**config.mk**
```make
export PLATFORM = sky130hd
export DESIGN_NAME = windowed_watchdog_timer
export DESIGN_NICKNAME = d
export VERILOG_FILES = /design/src/design/dog_pkg.sv /design/src/design/step_counter.sv /design/src/design/sticky_flags.sv /design/src/design/windowed_watchdog_timer.sv
export VERILOG_INCLUDE_DIRS = /design/src /design/src/design
export SDC_FILE = /design/constraint.sdc
export NUM_CORES = 1
export LEC_CHECK = 0
export ABC_AREA = 1
export CAP_MARGIN = 25
export CORE_AREA = 5 5 118 92
export DETAILED_ROUTE_END_ITERATION = 10
export DIE_AREA = 0 0 123 97
export DONT_BUFFER_PORTS = 1
export GPL_ROUTABILITY_DRIVEN = 0
export GPL_TIMING_DRIVEN = 0
export PLACE_DENSITY = 0.75
export SKIP_CTS_REPAIR_TIMING = 1
export SLEW_MARGIN = 30
export SYNTH_ARGS = -nofsm -noshare
export SYNTH_HDL_FRONTEND = slang
export SYNTH_SLANG_ARGS = --single-unit
```
**constraint.sdc**
```tcl
create_clock -name pclk -period 3.8 [get_ports pclk]
set_input_delay 0.19 -clock pclk [delete_from_list [all_inputs] [get_ports pclk]]
set_output_delay 0.19 -clock pclk [all_outputs]
set_load 0.1 [all_outputs]
```
**src/design/dog_defs.svh**
```systemverilog
// register offsets, field positions, reset values and timing counts
`ifndef DOG_DEFS_SVH
`define DOG_DEFS_SVH

// ----------------------------------------------------------------
// clock rates and base time-outs
// ----------------------------------------------------------------
`define PCLK_HZ          50000000
`define LOW_POWER_RC_CLOCK_HZ          32000
`define LOW_POWER_RC_CLOCK_DIV_CYCLES  (`PCLK_HZ / `LOW_POWER_RC_CLOCK_HZ)
`define BASE_MS_SHORT    1
`define BASE_MS_LONG     4
`define PRE_DIV_SHORT    (`LOW_POWER_RC_CLOCK_HZ * `BASE_MS_SHORT / 1000)
`define PRE_DIV_LONG     (`LOW_POWER_RC_CLOCK_HZ * `BASE_MS_LONG / 1000)

// ----------------------------------------------------------------
// register byte offsets
// ----------------------------------------------------------------
`define OFF_CONFIG       12'h000
`define OFF_RESET_CTRL   12'h004
`define OFF_IRQ_STATUS   12'h008
`define OFF_IRQ_MASK     12'h00c
`define OFF_DOG_STATE    12'h010

// ----------------------------------------------------------------
// field positions
// ----------------------------------------------------------------
`define RC_IDLE_BIT      2
`define RC_SLEEP_BIT     3
`define RC_TIMEOUT_BIT   4
`define RC_SW_EN_BIT     5
`define IRQ_TIMEOUT_BIT  0
`define IRQ_EARLY_BIT    1
`define IRQ_WAKE_BIT     2
`define ST_WINDOW_BIT    24
`define ST_RUNNING_BIT   25

// ----------------------------------------------------------------
// reset values
// ----------------------------------------------------------------
`define CFG_RESET        8'h5f
`define IRQ_MASK_RESET   3'h0

`endif

```
**src/design/dog_pkg.sv**
```systemverilog
// types shared by the watchdog design files
package dog_pkg;

	// power mode of the core, one-hot
	typedef enum logic [2:0] {
		MODE_RUN   = 3'b001,
		MODE_SLEEP = 3'b010,
		MODE_IDLE  = 3'b100
	} mode_e;

	// watchdog configuration word, bit 7 down to bit 0
	typedef struct packed {
		logic       hw_dog_enable;
		logic       window_disable;
		logic       spare;
		logic       prescale_select;
		logic [3:0] postscale_select;
	} cfg_s;

	// sticky event flags of the reset control register
	typedef struct packed {
		logic timeout_flag;
		logic sleep_flag;
		logic idle_flag;
	} rc_flags_s;

endpackage

```
**src/design/step_counter.sv**
```systemverilog
// wrapping counter with a variable last value and a terminal pulse
`timescale 1ns/1ns
`default_nettype none

module step_counter #(
	parameter int W = 8
) (
	// clock and reset
	input  wire logic         pclk,
	input  wire logic         presetn,
	// control
	input  wire logic         clear,
	input  wire logic         step,
	input  wire logic [W-1:0] last,
	// state
	output logic      [W-1:0] count,
	output logic              wrap
);

	logic [W-1:0] count_reg;
	logic [W-1:0] count_next;

	always_comb begin
		count_next = count_reg;
		if (clear) begin
			count_next = '0;
		end else if (step) begin
			if (count_reg >= last) begin
				count_next = '0;
			end else begin
				count_next = count_reg + 1'b1;
			end
		end
	end

	always_ff @(posedge pclk or negedge presetn) begin
		if (!presetn) begin
			count_reg <= '0;
		end else begin
			count_reg <= count_next;
		end
	end

	assign count = count_reg;
	assign wrap  = step & (count_reg >= last);

endmodule

`default_nettype wire

```
**src/design/sticky_flags.sv**
```systemverilog
// sticky flags: hardware set wins over a clear in the same cycle
`timescale 1ns/1ns
`default_nettype none

module sticky_flags #(
	parameter int W = 3
) (
	// clock and reset
	input  wire logic         pclk,
	input  wire logic         presetn,
	// events and clears
	input  wire logic [W-1:0] set,
	input  wire logic [W-1:0] clr,
	// state
	output logic      [W-1:0] flags
);

	logic [W-1:0] flags_reg;
	logic [W-1:0] flags_next;

	always_comb begin
		flags_next = (flags_reg & ~clr) | set;
	end

	always_ff @(posedge pclk or negedge presetn) begin
		if (!presetn) begin
			flags_reg <= '0;
		end else begin
			flags_reg <= flags_next;
		end
	end

	assign flags = flags_reg;

endmodule

`default_nettype wire

```
**src/design/windowed_watchdog_timer.sv**
```systemverilog
// windowed watchdog timer with apb registers and power-save wake
//
// What this block does
// - runs from rc clock, enabled with watchdog
// - prescaler divides by 32 or 128
// - base time-out 1 ms or 4 ms
// - postscaler 1:1 to 1:32768, sixteen settings
// - finished clock switch clears counter chain
// - power-save entry clears counter chain
// - leaving power-save clears counter chain
// - clear instruction clears counter chain
// - keeps counting in sleep and idle
// - time-out wakes core; software clears mode flags
// - time-out flag sticky until software clears
// - hardware enable forces watchdog on
// - otherwise software enable bit runs it
// - device reset clears software enable
// - early clear in window mode resets
`timescale 1ns/1ns
`default_nettype none
`include "dog_defs.svh"

module windowed_watchdog_timer
	import dog_pkg::*;
#(
	parameter int LOW_POWER_RC_CLOCK_DIV = `LOW_POWER_RC_CLOCK_DIV_CYCLES
) (
	// clock and reset
	input  wire logic        pclk,
	input  wire logic        presetn,
	// apb slave
	input  wire logic        psel,
	input  wire logic        penable,
	input  wire logic        pwrite,
	input  wire logic [11:0] paddr,
	input  wire logic [31:0] pwdata,
	output logic      [31:0] prdata,
	output logic             pready,
	output logic             pslverr,
	// core and clock events, one-cycle pulses
	input  wire logic        clear_dog_instr,
	input  wire logic        power_save_instr,
	input  wire logic        power_save_idle,
	input  wire logic        other_wake,
	input  wire logic        clk_switch_done,
	input  wire logic        sys_reset,
	// outputs to core, oscillator and reset logic
	output logic             low_power_rc_clock_en,
	output logic             dog_reset_req,
	output logic             wake_req,
	output logic             in_power_save,
	output logic             irq
);

	// ----------------------------------------------------------------
	// declarations
	// ----------------------------------------------------------------
	localparam int PRE_W  = 7;
	localparam int POST_W = 15;
	localparam int LDIV_W = 12;

	cfg_s              cfg_reg, cfg_next;
	logic              sw_en_reg, sw_en_next;
	logic [2:0]        mask_reg, mask_next;
	mode_e             mode_reg, mode_next;
	logic              low_power_rc_clock_on_reg, low_power_rc_clock_on_next;
	logic              reset_req_reg, reset_req_next;
	logic              wake_reg, wake_next;
	logic              irq_reg, irq_next;
	logic [31:0]       prdata_reg, prdata_next;
	logic              pready_reg, pready_next;
	logic              pslverr_reg, pslverr_next;
	logic              dog_enabled, running, clr_instr;
	logic              enter_save, leave_save, early_clear;
	logic              timeout, chain_clear, base_clear;
	logic [LDIV_W-1:0] ldiv_last;
	logic              low_power_rc_clock_tick, pre_wrap, post_wrap;
	logic [PRE_W-1:0]  pre_last, pre_count;
	logic [POST_W-1:0] post_last, post_count;
	logic [2:0]        pre_shift;
	logic [21:0]       elapsed;
	logic [24:0]       elapsed_x4, period_x3;
	logic              in_window;
	logic              access, addr_ok;
	logic              wr_config, wr_rc, wr_status, wr_mask;
	rc_flags_s         rc_set, rc_clr, rc_flags;
	logic [2:0]        irq_set, irq_clr, irq_status;

	// ----------------------------------------------------------------
	// enable, mode and chain-clear conditions
	// ----------------------------------------------------------------
	assign dog_enabled = cfg_reg.hw_dog_enable | sw_en_reg;
	assign running     = (mode_reg == MODE_RUN);
	assign clr_instr   = clear_dog_instr & running & dog_enabled;
	assign enter_save  = power_save_instr & running;
	assign leave_save  = ~running & (other_wake | (post_wrap & dog_enabled));

	// an early clear only counts while window mode is on
	assign early_clear = clr_instr & ~cfg_reg.window_disable & ~in_window;

	assign base_clear = ~dog_enabled
		| sys_reset
		| clk_switch_done
		| enter_save
		| clr_instr;

	// an explicit clear in the same cycle beats the time-out
	assign timeout = post_wrap & dog_enabled & ~base_clear;

	assign chain_clear = base_clear
		| leave_save
		| timeout;

	// ----------------------------------------------------------------
	// counter chain
	// ----------------------------------------------------------------
	assign ldiv_last = LDIV_W'(LOW_POWER_RC_CLOCK_DIV - 1);

	// rc clock stands in as a tick divided down from pclk
	step_counter #(
		.W(LDIV_W)
	) u_low_power_rc_clock (
		.pclk   (pclk),
		.presetn(presetn),
		.clear  (~low_power_rc_clock_on_reg),
		.step   (1'b1),
		.last   (ldiv_last),
		.count  (),
		.wrap   (low_power_rc_clock_tick)
	);

	assign pre_last  = cfg_reg.prescale_select ? PRE_W'(`PRE_DIV_LONG - 1)
		: PRE_W'(`PRE_DIV_SHORT - 1);
	assign pre_shift = cfg_reg.prescale_select ? 3'd7 : 3'd5;

	step_counter #(
		.W(PRE_W)
	) u_pre (
		.pclk   (pclk),
		.presetn(presetn),
		.clear  (chain_clear),
		.step   (low_power_rc_clock_tick),
		.last   (pre_last),
		.count  (pre_count),
		.wrap   (pre_wrap)
	);

	// 1:1 .. 1:32768 as a power of two of the setting
	assign post_last = POST_W'((32'd1 << cfg_reg.postscale_select) - 32'd1);

	step_counter #(
		.W(POST_W)
	) u_post (
		.pclk   (pclk),
		.presetn(presetn),
		.clear  (chain_clear),
		.step   (pre_wrap),
		.last   (post_last),
		.count  (post_count),
		.wrap   (post_wrap)
	);

	// ----------------------------------------------------------------
	// clear window: last quarter of the full period
	// ----------------------------------------------------------------
	always_comb begin
		elapsed    = 22'({7'h00, post_count} << pre_shift) | 22'(pre_count);
		elapsed_x4 = {1'b0, elapsed, 2'b00};
		period_x3  = 25'(25'h0000003 << (5'(cfg_reg.postscale_select)
			+ 5'(pre_shift)));
		in_window  = (elapsed_x4 >= period_x3);
	end

	// ----------------------------------------------------------------
	// apb decode
	// ----------------------------------------------------------------
	assign access    = psel & penable & pready_reg;
	assign wr_config = access & pwrite & (paddr == `OFF_CONFIG);
	assign wr_rc     = access & pwrite & (paddr == `OFF_RESET_CTRL);
	assign wr_status = access & pwrite & (paddr == `OFF_IRQ_STATUS);
	assign wr_mask   = access & pwrite & (paddr == `OFF_IRQ_MASK);

	always_comb begin
		case (paddr)
			`OFF_CONFIG:     addr_ok = 1'b1;
			`OFF_RESET_CTRL: addr_ok = 1'b1;
			`OFF_IRQ_STATUS: addr_ok = 1'b1;
			`OFF_IRQ_MASK:   addr_ok = 1'b1;
			`OFF_DOG_STATE:  addr_ok = ~pwrite;
			default:         addr_ok = 1'b0;
		endcase
	end

	// ----------------------------------------------------------------
	// sticky flags
	// ----------------------------------------------------------------
	always_comb begin
		rc_set.timeout_flag = timeout | early_clear;
		rc_set.sleep_flag   = enter_save & ~power_save_idle;
		rc_set.idle_flag    = enter_save & power_save_idle;
		// software clears a flag by writing zero to it
		rc_clr.timeout_flag = wr_rc & ~pwdata[`RC_TIMEOUT_BIT];
		rc_clr.sleep_flag   = wr_rc & ~pwdata[`RC_SLEEP_BIT];
		rc_clr.idle_flag    = wr_rc & ~pwdata[`RC_IDLE_BIT];
		irq_set = 3'h0;
		irq_set[`IRQ_TIMEOUT_BIT] = timeout & running;
		irq_set[`IRQ_EARLY_BIT]   = early_clear;
		irq_set[`IRQ_WAKE_BIT]    = timeout & ~running;
		irq_clr = wr_status ? pwdata[2:0] : 3'h0;
	end

	sticky_flags #(
		.W(3)
	) u_rc_flags (
		.pclk   (pclk),
		.presetn(presetn),
		.set    (rc_set),
		.clr    (rc_clr),
		.flags  (rc_flags)
	);

	sticky_flags #(
		.W(3)
	) u_irq_flags (
		.pclk   (pclk),
		.presetn(presetn),
		.set    (irq_set),
		.clr    (irq_clr),
		.flags  (irq_status)
	);

	// ----------------------------------------------------------------
	// control registers and mode, next values
	// ----------------------------------------------------------------
	always_comb begin
		cfg_next   = cfg_reg;
		sw_en_next = sw_en_reg;
		mask_next  = mask_reg;
		mode_next  = mode_reg;
		if (wr_config) begin
			cfg_next = cfg_s'(pwdata[7:0]);
			cfg_next.spare = 1'b0;
			// once set, hardware enable holds until power-on reset
			cfg_next.hw_dog_enable = cfg_reg.hw_dog_enable | pwdata[7];
		end
		if (wr_rc) begin
			sw_en_next = pwdata[`RC_SW_EN_BIT];
		end
		if (sys_reset) begin
			sw_en_next = 1'b0;
		end
		if (wr_mask) begin
			mask_next = pwdata[2:0];
		end
		case (mode_reg)
			MODE_RUN: begin
				if (enter_save) begin
					mode_next = power_save_idle ? MODE_IDLE : MODE_SLEEP;
				end
			end
			MODE_SLEEP, MODE_IDLE: begin
				if (leave_save) begin
					mode_next = MODE_RUN;
				end
			end
			default: begin
				mode_next = MODE_RUN;
			end
		endcase
		if (sys_reset) begin
			mode_next = MODE_RUN;
		end
	end

	always_ff @(posedge pclk or negedge presetn) begin
		if (!presetn) begin
			cfg_reg   <= cfg_s'(`CFG_RESET);
			sw_en_reg <= 1'b0;
			mask_reg  <= `IRQ_MASK_RESET;
			mode_reg  <= MODE_RUN;
		end else begin
			cfg_reg   <= cfg_next;
			sw_en_reg <= sw_en_next;
			mask_reg  <= mask_next;
			mode_reg  <= mode_next;
		end
	end

	// ----------------------------------------------------------------
	// outputs and apb answer, next values
	// ----------------------------------------------------------------
	always_comb begin
		low_power_rc_clock_on_next   = dog_enabled;
		reset_req_next = (timeout & running) | early_clear;
		wake_next      = timeout & ~running;
		irq_next       = |(irq_status & mask_reg);
		pready_next    = psel & penable & ~pready_reg;
		pslverr_next   = psel & penable & ~pready_reg & ~addr_ok;
		prdata_next    = 32'h0000_0000;
		if (psel & penable & ~pready_reg & ~pwrite) begin
			case (paddr)
				`OFF_CONFIG: begin
					prdata_next[7:0] = cfg_reg;
				end
				`OFF_RESET_CTRL: begin
					prdata_next[`RC_SW_EN_BIT]   = sw_en_reg;
					prdata_next[`RC_TIMEOUT_BIT] = rc_flags.timeout_flag;
					prdata_next[`RC_SLEEP_BIT]   = rc_flags.sleep_flag;
					prdata_next[`RC_IDLE_BIT]    = rc_flags.idle_flag;
				end
				`OFF_IRQ_STATUS: begin
					prdata_next[2:0] = irq_status;
				end
				`OFF_IRQ_MASK: begin
					prdata_next[2:0] = mask_reg;
				end
				`OFF_DOG_STATE: begin
					prdata_next[21:0] = elapsed;
					prdata_next[`ST_WINDOW_BIT]  = in_window;
					prdata_next[`ST_RUNNING_BIT] = dog_enabled;
				end
				default: begin
					prdata_next = 32'h0000_0000;
				end
			endcase
		end
	end

	always_ff @(posedge pclk or negedge presetn) begin
		if (!presetn) begin
			low_power_rc_clock_on_reg   <= 1'b0;
			reset_req_reg <= 1'b0;
			wake_reg      <= 1'b0;
			irq_reg       <= 1'b0;
			prdata_reg    <= 32'h0000_0000;
			pready_reg    <= 1'b0;
			pslverr_reg   <= 1'b0;
		end else begin
			low_power_rc_clock_on_reg   <= low_power_rc_clock_on_next;
			reset_req_reg <= reset_req_next;
			wake_reg      <= wake_next;
			irq_reg       <= irq_next;
			prdata_reg    <= prdata_next;
			pready_reg    <= pready_next;
			pslverr_reg   <= pslverr_next;
		end
	end

	assign low_power_rc_clock_en = low_power_rc_clock_on_reg;
	assign dog_reset_req         = reset_req_reg;
	assign wake_req              = wake_reg;
	assign in_power_save         = ~mode_reg[0];
	assign irq                   = irq_reg;
	assign prdata                = prdata_reg;
	assign pready                = pready_reg;
	assign pslverr               = pslverr_reg;

endmodule

`default_nettype wire

```
==> flow_summary.toml <==
[drt]
drt_first_pass_iters = 5
routedWlPerCell_um = 14.5
drc = 0
ant_nets = 0
wirelength_um = 13100
vias = 4771
vias_per_cell = 5.31
drtIter0Drc = 348

[timing]
period_minus_slack_ns = 3.45
period_share_pct = 90.7
worst_slew_pin_slew_ns = 0.923
hold_viol = 1
fmax_mhz = 290
finalSetupTns_ns = 0
slew_viol_final = 0
rsz0062_at_grt = "false"
slew_headroom_pct = 38.5
finalClockSkew_ns = 0.00774
whs_ns = -0.00885
setup_viol = 0

[setup_path]
worst-path-buf-inv = 0
crit_end = "u_irq_flags.flags[1]$_DFF_PN0_"
rr_worst_depth = 15
slowest_stage = "dfstp_2"
path_class = "flop to flop"
cp_common_cell = "nand2_1"
r2r_slack_ns = 0.35
cp_num_cells = 15
crit_path_start = "cfg_reg[1]$_DFFE_PN1P_"
cp_top_family = "simple AND/OR/NAND/NOR gates"
worstSetupStartpointType = "flop"
cp_max_fo = 9
worstReg2RegStart = "cfg_reg[1]$_DFFE_PN1P_"
max_stage_delay_ns = 0.65
path_cells = "fa_1 -> or2_2 -> nand2_1 -> nor2_1 -> a22oi_1 -> ha_1 -> nand2_1 -> nor2_1 -> nand4_1 -> nor4_1 -> nand2_1 -> nand2_1 -> nand2_1 -> nand2_1 -> nand2_1"
cp-end-kind = "flop"
required_ns = 4.03
worstReg2RegEnd = "u_irq_flags.flags[1]$_DFF_PN0_"
crit_arrival_ns = 3.68

[yosys]
synthCells = 738
synth.avg_cell_area_um2 = 7.58
yosysWarnings = 0
yosys.area.top_type = "dfrtp_1"
ys_seq_area_share_pct = 37.7
synth.top_cell.area_share_pct = 34.4
synth_edf_count = 0
synth.distinct_cells = 47
synthTopCellsByArea = "dfrtp_1 (34%), nand2_1 (12%), ha_1 (11%)"
syn_area_um2 = 5600
synth_ff_type = "dfrtp_1"
ys_seq_elements = 84
async_flop_share_pct = 100

[global_routing]
use_met2_pct = 34.9
grt_pass1_wl_um = 22000
gr-total-overflow = 0
met3_usage_pct = 5.31
grt_max_degree = 85
antenna_found_initial = 0
grt.busiest_layer = "met2"
grt_use_total_pct = 22.9
grt_use_met1_pct = 32.1
grt_pass1_vias = 4645

[layout]
layout_commonest_cell = "nand2_1"
nets = 866
mostFrequentLayoutCells = "nand2_1 (172), nor2_1 (105), inv_1 (95)"
diodes = 0
drive_gt1_share_pct = 9.91
final_util_pct = 64.5
syn2layout_area_growth_pct = 9.43
largest_reg_flops = 24
final_area_um2 = 6120

[cts]
htreeDepth = 3
numCtsBuffers = 9
cts_root_buffer = "clkbuf_16"
cts_tree = "built"
clk_pin_slew_ns = 0.06
cts_sinks = 84
clockBufferDepth = 2
insertion_delay_ns = 0.34

[floorplanning]
die_w_um = 123
die_area_um2 = 11900
pin_count = 94
die_h_um = 97
core.rowCount = 31
core_um2 = 9500
initial_core_util_pct = 58.9

[placement]
place_area_um2 = 5790
io_buffers = 0
dp_hpwl_um = 10200

[power]
p_seq_share_pct = 48.5
switching_share_pct = 28.9
p_clk_share_pct = 39.6
power_density_nw_per_um2 = 325
power.switching_uw = 575
cell_internal_pwr_uw = 1410
total_leakage_power_uw = 0.00297
pwr-share-comb_pct = 11.8
peakVddDrop_v = 0.000312

[flow_run]
max_cap_violations = 0

[min_path]
hold_class = "primary input to flop"

[outcome]
violations = "negative hold slack"
status = "complete, but fails checks"
## synth_stat cells (all sizes together), types with 2 or more instances
master / n
nand3: 40
nor3: 8
nand2: 183
a41oi: 2
o21ai: 44
o211ai: 3
a21o: 2
a32o: 2
ha: 48
a221oi: 2
xnor2: 4
a21oi: 37
buf: 14
nand3b: 3
nor4: 4
inv: 101
or2: 2
clkbuf: 5
a211oi: 2
xor2: 17
nand4: 9
dfrtp: 77
nor2: 113
dfstp: 7
## cells by family after synthesis
family          share of synthesized area, %
simple gates                            28.3
buf+inv                                 9.10
compound gates                          10.0
flops                                   37.7
fa+ha+maj                               11.1
xor+xnor                                3.29
mux                                    0.380
other cells                           0.0670
## layer usage
layer	up-vias	wire, um
met3	24	866
li1	2402	-
met2	139	5870
met1	2206	6090
met4	0	247
met5	-	0
## power by group through the flow
stage,clock [uW],sequential [uW],combinational [uW]
final,788,965,235
after global routing,845,966,258
after CTS,808,965,213
after detailed placement,0,981,212
after global placement,0,980,208
after floorplan,0,977,188
## area by class of cell
| cell class | count | area, um2 |
|---|---|---|
| plain buffers | 19 | 128 |
| well taps | 132 | 165 |
| clock buffers | 11 | 233 |
| inverters | 102 | 383 |
| fillers | 825 | 3380 |
| multi-input cells | 541 | 3010 |
| clock inverters | 5 | 31.3 |
| flip-flops and latches | 84 | 2110 |
| repair buffers | 5 | 67.6 |
## through the flow
step                power [uW]  worst slack (ns)  std cells
floorplan                 1170             0.905        746
global placement          1190             0.411        878
detailed placement        1190             0.361        878
CTS                       1990             0.313        894
global route              2070             0.160        899
finish                    1990             0.352        899
## worst min-delay path by stage
stage               startpoint                 endpoint  slack, ns  depth (start not counted)
floorplan              presetn   cfg_reg[7]$_DFFE_PN0P_      -0.11                          0
detailed placement     presetn  mode_reg[1]$_DFFE_PN0P_      -0.10                          0
global route         pwdata[3]   cfg_reg[3]$_DFFE_PN1P_      0.006                          2
CTS                    presetn  mode_reg[1]$_DFFE_PN0P_      -0.47                          0
finish               pwdata[3]   cfg_reg[3]$_DFFE_PN1P_     -0.009                          2
global placement       presetn  mode_reg[2]$_DFFE_PN0P_      -0.10                          0
## worst reg2reg max path, delay by kind of cell (launching register included)
kind,cells,cell delay [ns]
AND/OR/NAND/NOR,12,1.94
adder cells (fa/ha/maj),2,0.56
AO/OA/AOI/OAI,1,0.19
flip-flops,1,0.65
(Power assumes the default switching activity.)
